==> src/pkg/ecpu_pkg.sv <==
// constants and types shared by the 8-bit core datapath
// assumes a single 250 MHz clock; all steps advance on a phase-one enable
//
// Functional notes
// - step counter returns to zero on every opcode fetch
// - step counter advances once per phase-one pulse until instruction completes
// - sixteen-bit program counter supplies sequential program addresses
// - fetch address is pc high byte over pc low byte
// - pc increments on every instruction or operand byte fetched
// - opcode latched from data bus, decoded with step count and interrupts
// - all arithmetic and register inc/dec go through the arith_logic_unit, pc excepted
// - eight-bit accumulator supplies one operand and receives most results
// - two eight-bit index registers for counting and effective addresses
// - indexed modes add the index to the base before the access
// - eight-bit stack pointer addresses a stack in page one
// - stack pointer moves automatically for instruction and interrupt stack traffic
// - seven status flags held in an eight-bit status register
// - some flags change only by instructions, others also by the core
// - address output narrowed to 12, 13 or 16 lines
// - zero-page indexed addresses never carry into the high byte
package ecpu_pkg;

    // ========================================
    // timing
    localparam int          CLK_PERIOD_NS = 4;
    localparam int          PHASE_DIV     = 2;  // clock cycles per phase-one step

    // ========================================
    // address layout
    localparam logic [7:0]  STACK_PAGE    = 8'h01;
    localparam logic [7:0]  ZERO_PAGE     = 8'h00;
    localparam logic [15:0] NMI_VECTOR    = 16'hfffa;
    localparam logic [15:0] IRQ_VECTOR    = 16'hfffe;

    // ========================================
    // reset values
    localparam logic [15:0] PC_RESET      = 16'h0000;
    localparam logic [7:0]  SP_RESET      = 8'h00;
    localparam logic [7:0]  STATUS_RESET  = 8'h24;

    // ========================================
    // status flag positions; bit 5 is not a flag and reads one
    localparam int          FLAG_C        = 0;
    localparam int          FLAG_Z        = 1;
    localparam int          FLAG_I        = 2;
    localparam int          FLAG_D        = 3;
    localparam int          FLAG_B        = 4;
    localparam int          FLAG_ONE      = 5;
    localparam int          FLAG_V        = 6;
    localparam int          FLAG_N        = 7;

    // ========================================
    // opcode layout: [7:6] class, [5:3] operation, [1:0] address mode
    localparam logic [1:0]  CLS_ALU       = 2'h0;
    localparam logic [1:0]  CLS_STORE     = 2'h1;
    localparam logic [1:0]  CLS_IMPLIED   = 2'h2;
    localparam logic [1:0]  CLS_JUMP      = 2'h3;
    localparam logic [1:0]  MODE_IMM      = 2'h0;
    localparam logic [1:0]  MODE_ZP       = 2'h1;
    localparam logic [1:0]  MODE_ZP_X     = 2'h2;
    localparam logic [1:0]  MODE_ABS_Y    = 2'h3;
    localparam logic [2:0]  STEP_IMM      = 3'h1;
    localparam logic [2:0]  STEP_ZP       = 3'h2;
    localparam logic [2:0]  STEP_ZP_X     = 3'h3;
    localparam logic [2:0]  STEP_ABS_Y    = 3'h5;

    // arith_logic_unit operations
    typedef enum logic [2:0] {
        ALU_PASS, ALU_ADD, ALU_SUB, ALU_AND, ALU_OR, ALU_XOR, ALU_INC, ALU_DEC
    } ecpu_alu_e;

endpackage

==> src/rtl/ecpu_core.sv <==
// 8-bit core datapath: step counter, program counter, decoder, arith_logic_unit,
// accumulator, two index registers, page-one stack pointer and status register
// assumes memory answers data_in_in for addr_out within the same phase-one step
`timescale 1ns/100ps
`default_nettype none
module ecpu_core
    import ecpu_pkg::*;
#(
    parameter int ADDR_LINES = 16
)
(
    input  wire logic        clk_in,
    input  wire logic        reset_n_in,
    input  wire logic [7:0]  data_in_in,
    input  wire logic        irq_in,
    input  wire logic        nmi_in,
    output logic      [15:0] addr_out,
    output logic      [7:0]  data_out,
    output logic             write_out,
    output logic             sync_out,
    output logic             phase_one_out
);

    // ========================================
    // state
    logic [7:0]  div_cnt;
    logic [2:0]  step;
    logic [15:0] pc;
    logic [7:0]  ir;
    logic [7:0]  acc;
    logic [7:0]  x_reg;
    logic [7:0]  y_reg;
    logic [7:0]  sp;
    logic [7:0]  status;
    logic [7:0]  base_lo;
    logic [7:0]  base_hi;
    logic        carry_tmp;
    logic        int_active;
    logic        int_nmi;
    logic        nmi_prev;
    logic        nmi_pend;
    logic        irq_hold;

    logic [2:0]  next_step;
    logic [15:0] next_pc;
    logic [7:0]  next_ir;
    logic [7:0]  next_acc;
    logic [7:0]  next_x_reg;
    logic [7:0]  next_y_reg;
    logic [7:0]  next_sp;
    logic [7:0]  next_status;
    logic [7:0]  next_base_lo;
    logic [7:0]  next_base_hi;
    logic        next_carry_tmp;
    logic        next_int_active;
    logic        next_int_nmi;
    logic        int_taken;
    logic        done;
    logic [15:0] addr_mux;
    logic [7:0]  dout_mux;
    logic        wr_mux;
    logic        fetch_mux;
    logic [9:0]  alu_r;

    // ========================================
    // decode wires
    wire         step_en   = (div_cnt == 8'(PHASE_DIV - 1));
    wire  [1:0]  op_cls    = ir[7:6];
    wire  [2:0]  op_sel    = ir[5:3];
    wire  [3:0]  op_imp    = ir[3:0];
    wire  [1:0]  op_mode   = (op_cls == CLS_STORE && ir[1:0] == MODE_IMM) ? MODE_ZP : ir[1:0];
    wire  [2:0]  exec_step = (op_mode == MODE_IMM) ? STEP_IMM :
                             (op_mode == MODE_ZP)  ? STEP_ZP  :
                             (op_mode == MODE_ZP_X) ? STEP_ZP_X : STEP_ABS_Y;
    wire  [15:0] pc_plus   = pc + 16'h0001;           // separate incrementer
    wire  [15:0] stack_adr = {STACK_PAGE, sp};
    wire  [15:0] vec_adr   = int_nmi ? NMI_VECTOR : IRQ_VECTOR;
    wire  [15:0] eff_adr   = {base_hi, base_lo};
    wire         nmi_edge  = nmi_in && !nmi_prev;
    wire         int_req   = nmi_pend || (irq_hold && !status[FLAG_I]);
    wire  [15:0] addr_mask = 16'((17'h00001 << ADDR_LINES) - 17'h00001);

    // ========================================
    // arith_logic_unit: returns {overflow, carry, result}; holds no state
    function automatic logic [9:0] alu_fn(input ecpu_alu_e op, input logic [7:0] a,
                                          input logic [7:0] b, input logic cin);
        logic [8:0] s;
        logic       v;
        s = 9'h000;
        v = 1'b0;
        case (op)
            ALU_PASS: s = {1'b0, b};
            ALU_ADD:
            begin
                s = {1'b0, a} + {1'b0, b} + {8'h00, cin};
                v = (a[7] == b[7]) && (s[7] != a[7]);
            end
            ALU_SUB:
            begin
                s = {1'b0, a} + {1'b0, ~b} + {8'h00, cin};
                v = (a[7] != b[7]) && (s[7] != a[7]);
            end
            ALU_AND: s = {1'b0, a & b};
            ALU_OR:  s = {1'b0, a | b};
            ALU_XOR: s = {1'b0, a ^ b};
            ALU_INC: s = {1'b0, a} + 9'h001;
            ALU_DEC: s = {1'b0, a} - 9'h001;
            default: s = 9'h000;
        endcase
        return {v, s};
    endfunction

    // negative and zero follow every value loaded or computed into acc, x or y
    function automatic logic [7:0] with_nz(input logic [7:0] p, input logic [7:0] val);
        p[FLAG_N] = val[7];
        p[FLAG_Z] = (val == 8'h00);
        return p;
    endfunction

    // ========================================
    // step sequencer and register transfers, one step per phase-one pulse
    always_comb
    begin
        alu_r           = 10'h000;
        next_pc         = pc;
        next_ir         = ir;
        next_acc        = acc;
        next_x_reg      = x_reg;
        next_y_reg      = y_reg;
        next_sp         = sp;
        next_status     = status;
        next_base_lo    = base_lo;
        next_base_hi    = base_hi;
        next_carry_tmp  = carry_tmp;
        next_int_active = int_active;
        next_int_nmi    = int_nmi;
        int_taken       = 1'b0;
        done            = 1'b0;
        addr_mux        = pc;
        dout_mux        = acc;
        wr_mux          = 1'b0;
        fetch_mux       = 1'b0;
        if (step == 3'h0)
        begin
            // interrupt replaces the fetch; pc is kept for the return
            if (int_req)
            begin
                int_taken       = 1'b1;
                next_int_active = 1'b1;
                next_int_nmi    = nmi_pend;
            end
            else
            begin
                fetch_mux       = 1'b1;
                next_ir         = data_in_in;
                next_pc         = pc_plus;
                next_int_active = 1'b0;
            end
        end
        else if (int_active)
        begin
            addr_mux = stack_adr;
            case (step)
                3'h1, 3'h2, 3'h3:
                begin
                    wr_mux   = 1'b1;
                    dout_mux = (step == 3'h1) ? pc[15:8] : (step == 3'h2) ? pc[7:0] : status;
                    if (step == 3'h3)
                    begin
                        dout_mux[FLAG_B]   = 1'b0;
                        next_status[FLAG_I] = 1'b1;
                    end
                    alu_r   = alu_fn(ALU_DEC, sp, 8'h00, 1'b0);
                    next_sp = alu_r[7:0];
                end
                3'h4:
                begin
                    addr_mux      = vec_adr;
                    next_pc[7:0]  = data_in_in;
                end
                default:
                begin
                    addr_mux      = {vec_adr[15:1], 1'b1};
                    next_pc[15:8] = data_in_in;
                    done          = 1'b1;
                end
            endcase
        end
        else
        begin
            case (op_cls)
                CLS_ALU, CLS_STORE:
                begin
                    // operand bytes come from the pc; zero-page modes pin the high byte
                    if (step == 3'h1 && op_mode != MODE_IMM)
                    begin
                        next_base_lo = data_in_in;
                        next_base_hi = ZERO_PAGE;
                        next_pc      = pc_plus;
                    end
                    else if (step == 3'h2 && op_mode == MODE_ZP_X)
                    begin
                        alu_r        = alu_fn(ALU_ADD, base_lo, x_reg, 1'b0);
                        next_base_lo = alu_r[7:0];               // carry dropped
                    end
                    else if (step == 3'h2 && op_mode == MODE_ABS_Y)
                    begin
                        next_base_hi = data_in_in;
                        next_pc      = pc_plus;
                    end
                    else if (step == 3'h3 && op_mode == MODE_ABS_Y)
                    begin
                        alu_r          = alu_fn(ALU_ADD, base_lo, y_reg, 1'b0);
                        next_base_lo   = alu_r[7:0];
                        next_carry_tmp = alu_r[8];
                    end
                    else if (step == 3'h4 && op_mode == MODE_ABS_Y)
                    begin
                        alu_r        = alu_fn(ALU_ADD, base_hi, 8'h00, carry_tmp);
                        next_base_hi = alu_r[7:0];
                    end
                    if (step == exec_step)
                    begin
                        done     = 1'b1;
                        addr_mux = (op_mode == MODE_IMM) ? pc : eff_adr;
                        if (op_mode == MODE_IMM)
                            next_pc = pc_plus;
                        if (op_cls == CLS_STORE)
                            wr_mux = 1'b1;
                        else
                        begin
                            case (op_sel)
                                3'h1: alu_r = alu_fn(ALU_ADD, acc, data_in_in, status[FLAG_C]);
                                3'h2: alu_r = alu_fn(ALU_SUB, acc, data_in_in, status[FLAG_C]);
                                3'h3: alu_r = alu_fn(ALU_AND, acc, data_in_in, 1'b0);
                                3'h4: alu_r = alu_fn(ALU_OR, acc, data_in_in, 1'b0);
                                3'h5: alu_r = alu_fn(ALU_XOR, acc, data_in_in, 1'b0);
                                3'h6: alu_r = alu_fn(ALU_SUB, acc, data_in_in, 1'b1);
                                default: alu_r = alu_fn(ALU_PASS, acc, data_in_in, 1'b0);
                            endcase
                            next_status = with_nz(status, alu_r[7:0]);
                            if (op_sel == 3'h1 || op_sel == 3'h2 || op_sel == 3'h6)
                                next_status[FLAG_C] = alu_r[8];
                            if (op_sel == 3'h1 || op_sel == 3'h2)
                                next_status[FLAG_V] = alu_r[9];
                            if (op_sel == 3'h7)
                                next_x_reg = alu_r[7:0];
                            else if (op_sel != 3'h6)
                                next_acc = alu_r[7:0];
                        end
                    end
                end
                CLS_IMPLIED:
                begin
                    done = 1'b1;
                    case (op_imp)
                        4'h0, 4'h1, 4'h2, 4'h3:
                        begin
                            alu_r = alu_fn(op_imp[0] ? ALU_DEC : ALU_INC,
                                           op_imp[1] ? y_reg : x_reg, 8'h00, 1'b0);
                            next_status = with_nz(status, alu_r[7:0]);
                            if (op_imp[1])
                                next_y_reg = alu_r[7:0];
                            else
                                next_x_reg = alu_r[7:0];
                        end
                        4'h4: begin next_x_reg = acc; next_status = with_nz(status, acc); end
                        4'h5: begin next_acc = x_reg; next_status = with_nz(status, x_reg); end
                        4'h6: begin next_y_reg = acc; next_status = with_nz(status, acc); end
                        4'h7: begin next_acc = y_reg; next_status = with_nz(status, y_reg); end
                        4'h8: next_sp = x_reg;
                        4'h9: begin next_x_reg = sp; next_status = with_nz(status, sp); end
                        4'ha, 4'hc:
                        begin
                            addr_mux = stack_adr;
                            wr_mux   = 1'b1;
                            dout_mux = op_imp[2] ? (status | 8'h10) : acc;
                            alu_r    = alu_fn(ALU_DEC, sp, 8'h00, 1'b0);
                            next_sp  = alu_r[7:0];
                        end
                        4'hb, 4'hd:
                        begin
                            // pull: bump the pointer first, read on the next step
                            addr_mux = stack_adr;
                            done     = (step == 3'h2);
                            if (step == 3'h1)
                            begin
                                alu_r   = alu_fn(ALU_INC, sp, 8'h00, 1'b0);
                                next_sp = alu_r[7:0];
                            end
                            else if (op_imp[1])
                                next_status = data_in_in;
                            else
                            begin
                                next_acc    = data_in_in;
                                next_status = with_nz(status, data_in_in);
                            end
                        end
                        4'he: next_status[FLAG_C] = ir[4];
                        default:
                        begin
                            // decimal mode is only ever touched by program
                            if (ir[5])
                                next_status[FLAG_D] = ir[4];
                            else
                                next_status[FLAG_I] = ir[4];
                        end
                    endcase
                end
                default:
                begin
                    case (ir[1:0])
                        2'h0:
                        begin
                            done = (step == 3'h2);
                            if (step == 3'h1)
                            begin
                                next_base_lo = data_in_in;
                                next_pc      = pc_plus;
                            end
                            else
                                next_pc = {data_in_in, base_lo};
                        end
                        2'h1:
                        begin
                            addr_mux = stack_adr;
                            done     = (step == 3'h4);
                            if (step != 3'h4)
                            begin
                                alu_r   = alu_fn(ALU_INC, sp, 8'h00, 1'b0);
                                next_sp = alu_r[7:0];
                            end
                            if (step == 3'h2)
                                next_status = data_in_in;
                            else if (step == 3'h3)
                                next_pc[7:0] = data_in_in;
                            else if (step == 3'h4)
                                next_pc[15:8] = data_in_in;
                        end
                        2'h2:
                        begin
                            done                = 1'b1;
                            next_status[FLAG_V] = 1'b0;
                        end
                        default: done = 1'b1;
                    endcase
                end
            endcase
        end
        next_step = done ? 3'h0 : step + 3'h1;
    end

    // ========================================
    // phase-one divider, free running so step spacing never varies
    always_ff @(posedge clk_in)
    begin
        if (!reset_n_in || step_en)
            div_cnt <= 8'h00;
        else
            div_cnt <= div_cnt + 8'h01;
    end

    // interrupt inputs sampled once per step so sync and address never move inside a step;
    // nmi must stay high for a whole step; a new edge in the taking step wins over the clear
    always_ff @(posedge clk_in)
    begin
        if (!reset_n_in)
        begin
            nmi_prev <= 1'b0;
            nmi_pend <= 1'b0;
            irq_hold <= 1'b0;
        end
        else if (step_en)
        begin
            nmi_prev <= nmi_in;
            irq_hold <= irq_in;
            if (nmi_edge)
                nmi_pend <= 1'b1;
            else if (int_taken && nmi_pend)
                nmi_pend <= 1'b0;
        end
    end

    // register file update on phase one
    always_ff @(posedge clk_in)
    begin
        if (!reset_n_in)
        begin
            step <= 3'h0;  pc <= PC_RESET;  ir <= 8'h00;  acc <= 8'h00;
            x_reg <= 8'h00;  y_reg <= 8'h00;  sp <= SP_RESET;  status <= STATUS_RESET;
            base_lo <= 8'h00;  base_hi <= 8'h00;  carry_tmp <= 1'b0;
            int_active <= 1'b0;  int_nmi <= 1'b0;
        end
        else if (step_en)
        begin
            step <= next_step;  pc <= next_pc;  ir <= next_ir;  acc <= next_acc;
            x_reg <= next_x_reg;  y_reg <= next_y_reg;  sp <= next_sp;
            status <= next_status | (8'h01 << FLAG_ONE);
            base_lo <= next_base_lo;  base_hi <= next_base_hi;  carry_tmp <= next_carry_tmp;
            int_active <= next_int_active;  int_nmi <= next_int_nmi;
        end
    end

    // ========================================
    // bus outputs; narrow parts simply leave upper lines low
    assign addr_out      = addr_mux & addr_mask;
    assign data_out      = dout_mux;
    assign write_out     = wr_mux;
    assign sync_out      = fetch_mux;
    assign phase_one_out = step_en;

endmodule
`default_nettype wire

==> config.mk <==
export PLATFORM = sky130hd
export DESIGN_NAME = ecpu_core
export DESIGN_NICKNAME = d
export VERILOG_FILES = /design/src/pkg/ecpu_pkg.sv /design/src/rtl/ecpu_core.sv
export SDC_FILE = /design/constraint.sdc
export NUM_CORES = 1
export LEC_CHECK = 0
export ABC_AREA = 1
export BUFFER_PORTS_ARGS = -buffer_cell sky130_fd_sc_hd__buf_2
export CELL_PAD_IN_SITES_DETAIL_PLACEMENT = 2
export CELL_PAD_IN_SITES_GLOBAL_PLACEMENT = 2
export CORE_MARGIN = 3
export CORE_UTILIZATION = 32
export DETAILED_ROUTE_END_ITERATION = 10
export PLACE_DENSITY = 0.8
export SLEW_MARGIN = 20
export SYNTH_ARGS = -nofsm -noshare
export SYNTH_HDL_FRONTEND = slang
export SYNTH_SLANG_ARGS = --single-unit
==> constraint.sdc <==
create_clock -name clk_in -period 3 [get_ports clk_in]
set_input_delay 0.3 -clock clk_in [delete_from_list [all_inputs] [get_ports clk_in]]
set_output_delay 0.3 -clock clk_in [all_outputs]
set_load 0.005 [all_outputs]
After elaboration in Yosys (flattened, before gate mapping)
Index checks and enable logic that the tools add are counted.

Register bits: 96. Logic and storage cells: 352. Output and inout bits: 27. Input port bits: 12.

Reductions and logical operators: 78. Bitwise gates (word level): 12. Equality and inequality tests: 96. $add $sub $neg: 16. Mux-type cells: 127.

Operators with widths (count): 8-bit two-way mux (48); 16-bit two-way mux (16); 16-bit case mux with 2 select lines (4); 8-bit case mux with 2 select lines (6); 8-bit case mux with 3 select lines (3); 10-bit case mux with 6 select lines (1); 8-bit zero test (7); 10-bit two-way mux (5); 8-bit case mux with 5 select lines (1); 2-bit inequality test, second input constant (19); 11-bit AND reduction (3); 8-bit AND reduction (4); 4-bit equality test, second input constant (7); 8-bit by 8-bit adder with 9-bit output (3); 3-bit equality test, second input constant (9); 1-bit two-way mux (27); 3-bit inequality test, second input constant (9); 8-bit by 1-bit adder with 8-bit output, second input constant (3); 4-bit case mux with 6 select lines (1); 4-bit inequality test, second input constant (5); 5-bit by 4-bit inequality test with 1-bit output, second input constant (4); 9-bit by 1-bit adder with 9-bit output (2); 3-bit by 2-bit equality test with 1-bit output, second input constant (6); 9-bit AND reduction (2); 58 further kinds (134).

Longest topological paths before layout
Gate-level depths: netlist of run 1.

Depth after elaboration: 17. Depth in mapped cells: 23. Mapped depth without buffers: 22.

Worst setup path before layout of run 1
OpenSTA, ideal clock, no wires.

Path type: flip-flop to output port. Start: reg ir[1]. End: out addr_out[15]. Data required time: 2.700 ns. Path buffers: 1. Cell stages (with the launch flop): 15. Data arrival time: 2.568 ns. Path slack: 0.132 ns. Cells stage by stage: dfxtp_1 clkbuf_1 inv_1 ha_1 nand2_1 nand2_1 ha_1 xor2_1 nand3_1 inv_2 nand2_2 inv_1 o21ai_2 a32oi_1 o211ai_1.

Longest elaborated chain between the ends: 12. Elaborated cells on any way between the ends: 23. Those cells by class: eq/ne: 8; mux: 11; reduce/logical: 4.

Ends and longest elaborated chain: start: declaration (RTL line ecpu_core.sv:29) `logic [7:0] ir;`; start signal: assignment (RTL line ecpu_core.sv:396) `step <= next_step; pc <= next_pc; ir <= next_ir; acc <= next_acc;`; 2-bit zero test (RTL line ecpu_core.sv:71) `wire [1:0] op_mode = (op_cls == CLS_STORE && ir[1:0] == MODE_IMM) ? MODE_ZP : ir[1:0];`; 1-bit logical AND (RTL line ecpu_core.sv:71); 2-bit two-way mux (RTL line ecpu_core.sv:71); 2-bit equality test (RTL line ecpu_core.sv:74) `(op_mode == MODE_ZP_X) ? STEP_ZP_X : STEP_ABS_Y;`; 3-bit two-way mux (RTL line ecpu_core.sv:74); 3-bit two-way mux (RTL line ecpu_core.sv:73) `(op_mode == MODE_ZP) ? STEP_ZP :`; 3-bit two-way mux (RTL line ecpu_core.sv:72) `wire [2:0] exec_step = (op_mode == MODE_IMM) ? STEP_IMM :`; 3-bit equality test (RTL line ecpu_core.sv:222) `if (step == exec_step)`; 16-bit two-way mux (RTL line ecpu_core.sv:222); 16-bit case mux with 2 select lines (*) (RTL line ecpu_core.sv:191) `case (op_cls)`; 16-bit two-way mux (*) (RTL line ecpu_core.sv:160) `else if (int_active)`; 16-bit two-way mux (*) (RTL line ecpu_core.sv:143) `if (step == 3'h0)`; end: declaration (RTL line ecpu_core.sv:17) `output logic [15:0] addr_out,`.

Every way passes the cells marked *; elsewhere a longest branch is shown, timed or not.

Worst setup path after layout of run 1
Start: reg ir[0]. End: out addr_out[1].

Same word-level chain as after synthesis.

==> results of run 1 <==
## per-layer routing
metal	wire length (microns)	GRT usage [%]	vias to the layer above
met5	30	0	-
met4	4740	17.5	4
met3	5720	7.74	316
met2	29500	56.4	811
met1	25900	42.7	7102
li1	-	-	5996
## stage by stage
stage | std cells | util (%) | setup slack, ns | instance area, sq um | power [mW]
6_report | 2234 | 39.9 | -0.170 | 12800 | 7.02
5_1_grt | 2234 | 39.9 | -0.216 | 12800 | 7.26
4_1_cts | 2217 | 38.6 | 0.00528 | 12300 | 6.42
3_5_place_dp | 2188 | 36.6 | -0.137 | 11700 | 4.73
3_3_place_gp | 2188 | 36.6 | 0.0461 | 11700 | 4.57
2_1_floorplan | 1680 | - | 0.132 | 10500 | 3.47
## cell families after synthesis
kind of cell | count (synthesis) | share of synthesized area (%)
and+or+nand+nor | 687 | 29.9
AOI/OAI and AO/OA | 487 | 28.1
buffers and inverters | 295 | 11.0
DFF | 96 | 18.3
adders and majority gates | 74 | 9.24
xor gates and xnor gates | 41 | 3.42
## worst paths after layout
check | depth (start not counted) | slack (ns) | startpoint | endpoint
worst max-delay path | 14 | -0.17 | ir[0] | addr_out[1]
worst max register to register | 16 | -0.14 | ir[0] | x_reg[6]
worst min register to register | 2 | 0.46 | nmi_prev | nmi_prev
worst min-delay path | 3 | 0.20 | irq_in | irq_hold
## power breakdown
part	switching, mW	internal [mW]	total, mW
combinational	2.80	1.23	4.03
clock	0.653	0.821	1.47
sequential	0.154	1.37	1.52
## what timing repair did
action                     CTS  global route
setup endpoints to repair   26            43
pin swaps                   13            21
hold buffers                 0             0
setup buffers               11            16
gates resized for setup     44            81
cloned                       2             0
## critical path: stages (launching register included)
cell       delay (ns)
dfxtp_2          0.38
inv_2            0.07
ha_4             0.18
nand2_4          0.09
nand2_4          0.07
ha_4             0.28
xor2_2           0.16
nand3_2          0.12
clkinv_4         0.13
nand2_8          0.09
o21ai_0          0.27
o221ai_1         0.21
nand2_1          0.12
o2111ai_1        0.12
buf_2            0.17
## Yosys cell counts (7+ instances only)
cell type	count	share of area [%]
clkbuf_1	36	1.3
nor2_4	9	0.97
a21oi_1	136	6.5
nand4_1	21	1.3
o21ai_0	159	7.6
o2111ai_1	15	1.3
xor2_1	35	2.9
nor4_1	12	0.71
nor2_2	17	1.0
o21ai_1	17	0.81
or2_2	7	0.42
a31oi_1	18	1.1
buf_2	19	0.91
nor2_1	151	5.4
o22ai_1	23	1.4
nand2_2	8	0.48
nor3_1	23	1.1
a32oi_1	9	0.75
ha_1	68	8.1
inv_2	35	1.3
dfxtp_1	96	18
nand2_1	312	11
o211ai_1	34	2.4
a211oi_1	17	1.2
o221ai_1	25	2.1
nand3_1	103	4.9
inv_1	189	6.8
## layout make-up
class | instances | area [sq um]
Fill cell | 3906 | 19200
Multi-Input combinational cell | 1291 | 7810
Sequential cell | 96 | 1940
Timing Repair Buffer | 165 | 1210
Inverter | 230 | 900
Tap cell | 435 | 544
Clock buffer | 10 | 229
Clock inverter | 6 | 115
Antenna cell | 1 | 2.50
==> run summary, run 1 <==
Core area -> 32000 sq um
Clk_lat worst skew -> 0.40 ns
Synthesized instance count -> 1680
H-tree Lvls -> 3
Fmax -> 315 MHz
Most common cell after layout, fill and taps aside -> nand2_1
Area grow syn2layout -> 21.4%
Fin nets -> 1879
Yosys reg bits -> 96
Failing checks -> setup timing
GRT Util Overall -> 34.5%
Global-route wire length before repair -> 93300 microns
Yosys warns -> 0
Worst rel slew slack -> 50.1%
Antenna violations before repair -> 4
CTS Buffer Depth -> 2
Tcrit/Tclk final -> 106%
Most frequent cells in the layout -> nand2_1, inv_1, o21ai_0, nor2_1, a21oi_1
Drt drc -> 0
Clock transition at the registers of the reported paths -> 0.08 ns
Setup TNS -> -1.55 ns
Max-Cap Viols -> 0
Number of synthesized flops with an enable pin -> 0
Hold Path Class -> in2reg
Measured slew at the worst slew-check pin -> 0.742 ns
Fin Hold WS -> 0.197 ns
Leakage -> 5.38 nW
TritonCTS Buffers -> 9
Min Tclk post-route -> 3.17 ns
Initial core utilization -> 32.9%
Status -> finished with violations
Syn_nets -> 1766
Critical Path Fanout Max -> 5
Vias in the first global route -> 14679
DR WL/cell -> 29.5 microns
RSZ-0062 raised after global routing -> yes
Synth cell types -> 65
Number of DRC markers in iteration 0 -> 1569
Clk root buf -> clkbuf_16
FFs w/ async S/R, synth -> 0%
PD cells -> 550 nW/um^2
Largest net degree at the start of global routing -> 42
Vias -> 14229
Max VDD drop -> 339 uV
Final max-slew violation count -> 0
CTS tree -> done
Endpoint class of the critical path -> primary output
Mapped Area -> 10500 sq um
Layout cells sized above 1 -> 20.0%
CP Launch Type -> flop
Die Ht -> 187 microns
Clk_skew -> 0.0163 ns
Top_reg_cell synth -> dfxtp_1
Worst Setup Path Type -> reg2out
Biggest register -> pc
Port-buffer cells -> 38
Worst setup margin -> -0.170 ns
Detail-routed via count per cell -> 6.37
Sequential fraction of the synthesis area -> 18.3%
Detailed Routing Iterations Pass 1 -> 5
Final WL -> 65900 microns
Grt total ovfl -> 0
Critical Path RT -> 2.70 ns
I/O pin total -> 39
Max FFs per register -> 16
Number of placement rows -> 65
Die ar. -> 35000 sq um
Syn_area_per_cell -> 6.25 sq um
Final antenna-violating net count -> 0
Final setup fails -> 24
Final Hold Viols -> 0
Final GP Congestion -> 0.983
CTS sink cnt -> 96
Die X -> 187 microns
DP Wirelength -> 44700 microns
Worst EP arrival -> 2.87 ns
(Power assumes the default switching activity.)
==> run 2: changes to the inputs <==
Settings changed: GPL_TIMING_DRIVEN set to 0.
==> run summary, run 2 (synthesized netlist as in run 1, its figures left out) <==
DP Wirelength -> 46600 microns
Vias -> 13963
Max FFs per register -> 16
GRT Util Overall -> 34.3%
Global-route wire length before repair -> 91700 microns
Final GP Congestion -> 0.976
Failing checks -> setup timing
RSZ-0062 raised after global routing -> yes
Max stage delay on crit path -> 0.37 ns
Measured slew at the worst slew-check pin -> 1.19 ns
Worst rel slew slack -> 20.8%
Leakage -> 5.38 nW
Layout cells sized above 1 -> 21.2%
H-tree Lvls -> 3
Die Ht -> 187 microns
Status -> finished with violations
CTS Buffer Depth -> 2
Clk_skew -> 0.0223 ns
Fmax -> 286 MHz
Setup TNS -> -13.13 ns
Critical Path Fanout Max -> 7
Endpoint class of the critical path -> primary output
Largest net degree at the start of global routing -> 20
PD cells -> 563 nW/um^2
Fin nets -> 1880
CTS sink cnt -> 96
Grt total ovfl -> 0
Worst setup margin -> -0.495 ns
Detail-routed via count per cell -> 6.25
Die ar. -> 35000 sq um
Clk_lat worst skew -> 0.39 ns
Worst EP arrival -> 3.20 ns
Hold-fix buffers, CTS -> 0
Area grow syn2layout -> 24.0%
Final antenna-violating net count -> 0
TritonCTS Buffers -> 9
Biggest register -> pc
Core area -> 32000 sq um
Min-Delay Startpoint -> irq_in
FF-to-FF Start -> ir[1]
CTS tree -> done
Vias in the first global route -> 14367
Number of DRC markers in iteration 0 -> 1383
Antenna violations before repair -> 2
Port-buffer cells -> 38
Dpl ws -> -1.21 ns
Most common cell after layout, fill and taps aside -> nand2_1
Final setup fails -> 64
Worst Setup Path Type -> reg2out
Critical Path RT -> 2.70 ns
Most frequent cells in the layout -> nand2_1, inv_1, o21ai_0, nor2_1, a21oi_1
Final WL -> 65200 microns
Min Tclk post-route -> 3.50 ns
Fill cells -> 3848
Final Hold Viols -> 0
Max-Cap Viols -> 0
Clk root buf -> clkbuf_16
CP Cell Sequence -> clkbuf_16 -> clkinvlp_4 -> ha_4 -> nand2_4 -> nand2_4 -> ha_4 -> xor2_1 -> nand3_1 -> inv_2 -> nand2_8 -> buf_6 -> a21oi_2 -> o21ai_4 -> o221ai_2 -> nand2_1 -> o2111ai_1 -> buf_2
Final max-slew violation count -> 0
Worst setup path startpoint -> ir[1]
CP max-delay cell -> dfxtp_4
Max VDD drop -> 362 uV
Die X -> 187 microns
Initial core utilization -> 32.9%
Area of the multi-input gates -> 8020 sq um
Detailed Routing Iterations Pass 1 -> 5
I/O pin total -> 39
DR WL/cell -> 29.2 microns
Register Area -> 1960 sq um
Drt drc -> 0
Hold Path Class -> in2reg
Clock transition at the registers of the reported paths -> 0.08 ns
Number of placement rows -> 65
Tcrit/Tclk final -> 117%
CP Launch Type -> flop
## run 2: metal layers
metal	vias to the layer above	routed length, microns	part of all wire, %	GRT usage [%]
met4	2	3270	5.0	15.4
li1	6001	-	-	-
met2	719	29400	45	55.3
met1	7017	26800	41	44.3
met3	224	5780	8.9	6.84
met5	-	7	0.011	0
## run 2: power by group
part	total, mW	switching [mW]	internal (mW)
sequential	1.52	0.156	1.36
clock	1.55	0.641	0.905
combinational	4.26	2.92	1.34
## run 2: final timing paths
check | to | slack (ns) | depth (start not counted)
min | irq_hold | 0.19 | 3
min reg2reg | nmi_prev | 0.47 | 2
max | addr_out[5] | -0.50 | 17
max reg2reg | status[0] | -0.45 | 18
## run 2: layout make-up
type	count	area share, %
inverter	230	7.11
buffer	63	3.25
clock buffer	9	1.73
multi-input combinational	1289	61.6
sequential	96	15.0
antenna	1	0.0192
clock inverter	7	1.10
timing repair buffer	105	6.00
tap	435	4.18
## run 2: what timing repair did
item                                    in CTS  in global routing
gates resized for setup                    111                143
pin swaps                                   12                 26
cloned                                       1                  3
endpoints found under the setup margin     100                 78
buffers inserted                            23                 40
## run 2: through the flow
| step | area [sq um] | utilization (%) | instances | total power [mW] | hold WS [ns] |
|---|---|---|---|---|---|
| final | 13000 | 40.7 | 2235 | 7.33 | 0.186 |
| after global routing | 13000 | 40.7 | 2234 | 7.61 | 0.231 |
| after CTS | 12200 | 38.2 | 2191 | 6.58 | 0.174 |
| after detailed placement | 11200 | 35.2 | 2153 | 4.67 | 0.465 |
| after global placement | 11200 | 35.2 | 2153 | 4.55 | 0.442 |
| after floorplan | 10500 | - | 1680 | 3.47 | 0.430 |
## run 2: worst max-delay path: cells and delay by family (launching register included)
kind	cells	cell delay [ns]
xor gates and xnor gates	1	0.21
and+or+nand+nor	5	0.50
adders and majority gates	2	0.48
AOI/OAI and AO/OA	4	0.45
buffers and inverters	5	0.78
DFF	1	0.37
==> run 3: changes to the inputs <==
Settings changed: SETUP_SLACK_MARGIN set to 0.4.
==> run summary, run 3 (synthesized netlist as in run 1, its figures left out) <==
CTS tree -> done
Worst Setup Path Type -> reg2reg
Number of DRC markers in iteration 0 -> 1921
Critical Path Fanout Max -> 6
H-tree Lvls -> 3
Antenna violations before repair -> 4
DP Wirelength -> 46000 microns
Tcrit/Tclk final -> 124%
Fmax -> 270 MHz
Final Core Density -> 46.1%
Port-buffer cells -> 38
Critical Path RT -> 3.24 ns
CP Launch Type -> flop
Finished Layout Cells -> 2318
Register Area -> 1990 sq um
Grt total ovfl -> 0
Fin nets -> 1963
Endpoint class of the critical path -> flop
Most common cell after layout, fill and taps aside -> nand2_1
Sw power -> 4.62 mW
Worst EP arrival -> 3.95 ns
Global-route wire length before repair -> 98900 microns
CTS sink cnt -> 96
RSZ-0062 raised after global routing -> yes
GRT Util Overall -> 37.1%
Failing checks -> setup timing
Area grow syn2layout -> 40.2%
Dpl ws -> -0.951 ns
Leakage -> 5.95 nW
Biggest register -> pc
Max FFs per register -> 16
Final max-slew violation count -> 0
PD cells -> 588 nW/um^2
Status -> finished with violations
Final antenna-violating net count -> 0
DR WL/cell -> 37.4 microns
Vias in the first global route -> 14896
Min Tclk post-route -> 3.71 ns
Largest net degree at the start of global routing -> 16
FF-to-FF setup slack -> -0.71 ns
Clock network power share -> 16.4%
Clk root buf -> clkbuf_16
Detail-routed via count per cell -> 6.87
Drt drc -> 0
Die ar. -> 35000 sq um
Max-Cap Viols -> 0
Pint -> 4.04 mW
Final GP Congestion -> 0.984
Area of the multi-input gates -> 8750 sq um
Placed cell count -> 2153
TritonCTS Buffers -> 9
Clk_lat worst skew -> 0.42 ns
Hold Path Class -> in2reg
Sequential Power Share -> 18.0%
Clk_skew -> 0.0216 ns
Sw Ratio -> 53.4%
Detailed Routing Iterations Pass 1 -> 6
Core area -> 32000 sq um
Layout cells sized above 1 -> 30.8%
Die X -> 187 microns
Worst rel slew slack -> 6.27%
Final WL -> 86800 microns
Initial core utilization -> 32.9%
Final Hold Viols -> 0
Final setup fails -> 59
Clock transition at the registers of the reported paths -> 0.09 ns
Number of placement rows -> 65
Gate power share -> 65.6%
CTS Buffer Depth -> 2
Max VDD drop -> 727 uV
Hold-fix buffers, CTS -> 0
Final Power -> 8.66 mW
Fill cells -> 3702
Vias -> 15928
Most frequent cells in the layout -> nand2_1, inv_1, nor2_1, o21ai_0, buf_4
Worst setup margin -> -0.706 ns
Die Ht -> 187 microns
I/O pin total -> 39
Measured slew at the worst slew-check pin -> 1.41 ns
## run 3: path summary, 6_finish.rpt
kind                                 from   endpoint  depth (start not counted)
worst max-delay path                ir[1]  status[7]                         21
worst min register to register  status[2]  status[2]                          2
worst min-delay path               nmi_in   nmi_pend                          3
worst max register to register      ir[1]  status[7]                         21
## run 3: final cells by class
type / count / share of cell area (%)
Antenna cell: 1 / 0.0170
Buffer: 65 / 3.75
Clock inverter: 4 / 0.348
Multi-Input combinational cell: 1289 / 59.4
Timing Repair inverter: 1 / 0.0510
Clock buffer: 12 / 1.81
Tap cell: 435 / 3.70
Sequential cell: 96 / 13.5
Timing Repair Buffer: 185 / 10.5
Inverter: 230 / 6.84
## run 3: repair_timing
action | 4_1_cts | 5_1_grt
pin swaps | 51 | 76
setup buffers | 74 | 67
endpoints found under the setup margin | 109 | 108
gates cloned | 4 | 3
resized for setup | 279 | 239
## run 3: worst max-delay path, stage by stage (launching register included)
cell,delay [ns]
dfxtp_4,0.39
clkbuf_16,0.17
clkinv_8,0.08
ha_4,0.20
nand2_4,0.10
nand2_4,0.08
ha_4,0.30
xor2_1,0.21
nand3_1,0.16
inv_2,0.14
buf_4,0.14
buf_6,0.09
buf_6,0.12
nor2_4,0.05
nor2_4,0.13
nand2_4,0.09
a211oi_4,0.34
o31ai_4,0.20
a21oi_2,0.15
nand3_1,0.12
nand2_1,0.09
inv_1,0.15
## run 3: stage by stage
stage / cell area [sq um] / TNS (ns) / hold slack, ns
after floorplan: 10500 / 0 / 0.430
final: 14700 / -25.59 / 0.192
after global placement: 11300 / -18.22 / 0.443
after CTS: 13200 / -2.73 / 0.159
after global routing: 14700 / -23.96 / 0.221
after detailed placement: 11300 / -22.89 / 0.461
## run 3: power by group through the flow
stage	combinational, mW	clock (mW)	sequential [mW]
final	5.68	1.42	1.56
after floorplan	2.01	0	1.48
after CTS	4.08	1.35	1.50
after global placement	3.03	0	1.54
after global routing	5.76	1.43	1.55
after detailed placement	3.14	0	1.54
## run 3: layer usage
metal  track usage, %  wire [microns]  share of wire, %  vias to the layer above
met4             18.1            9620                11                        4
met5                0              23             0.027                        -
met3             7.70            9410                11                      649
li1                 -               -                 -                     6183
met2             59.4           37200                43                     1332
met1             47.5           30600                35                     7760
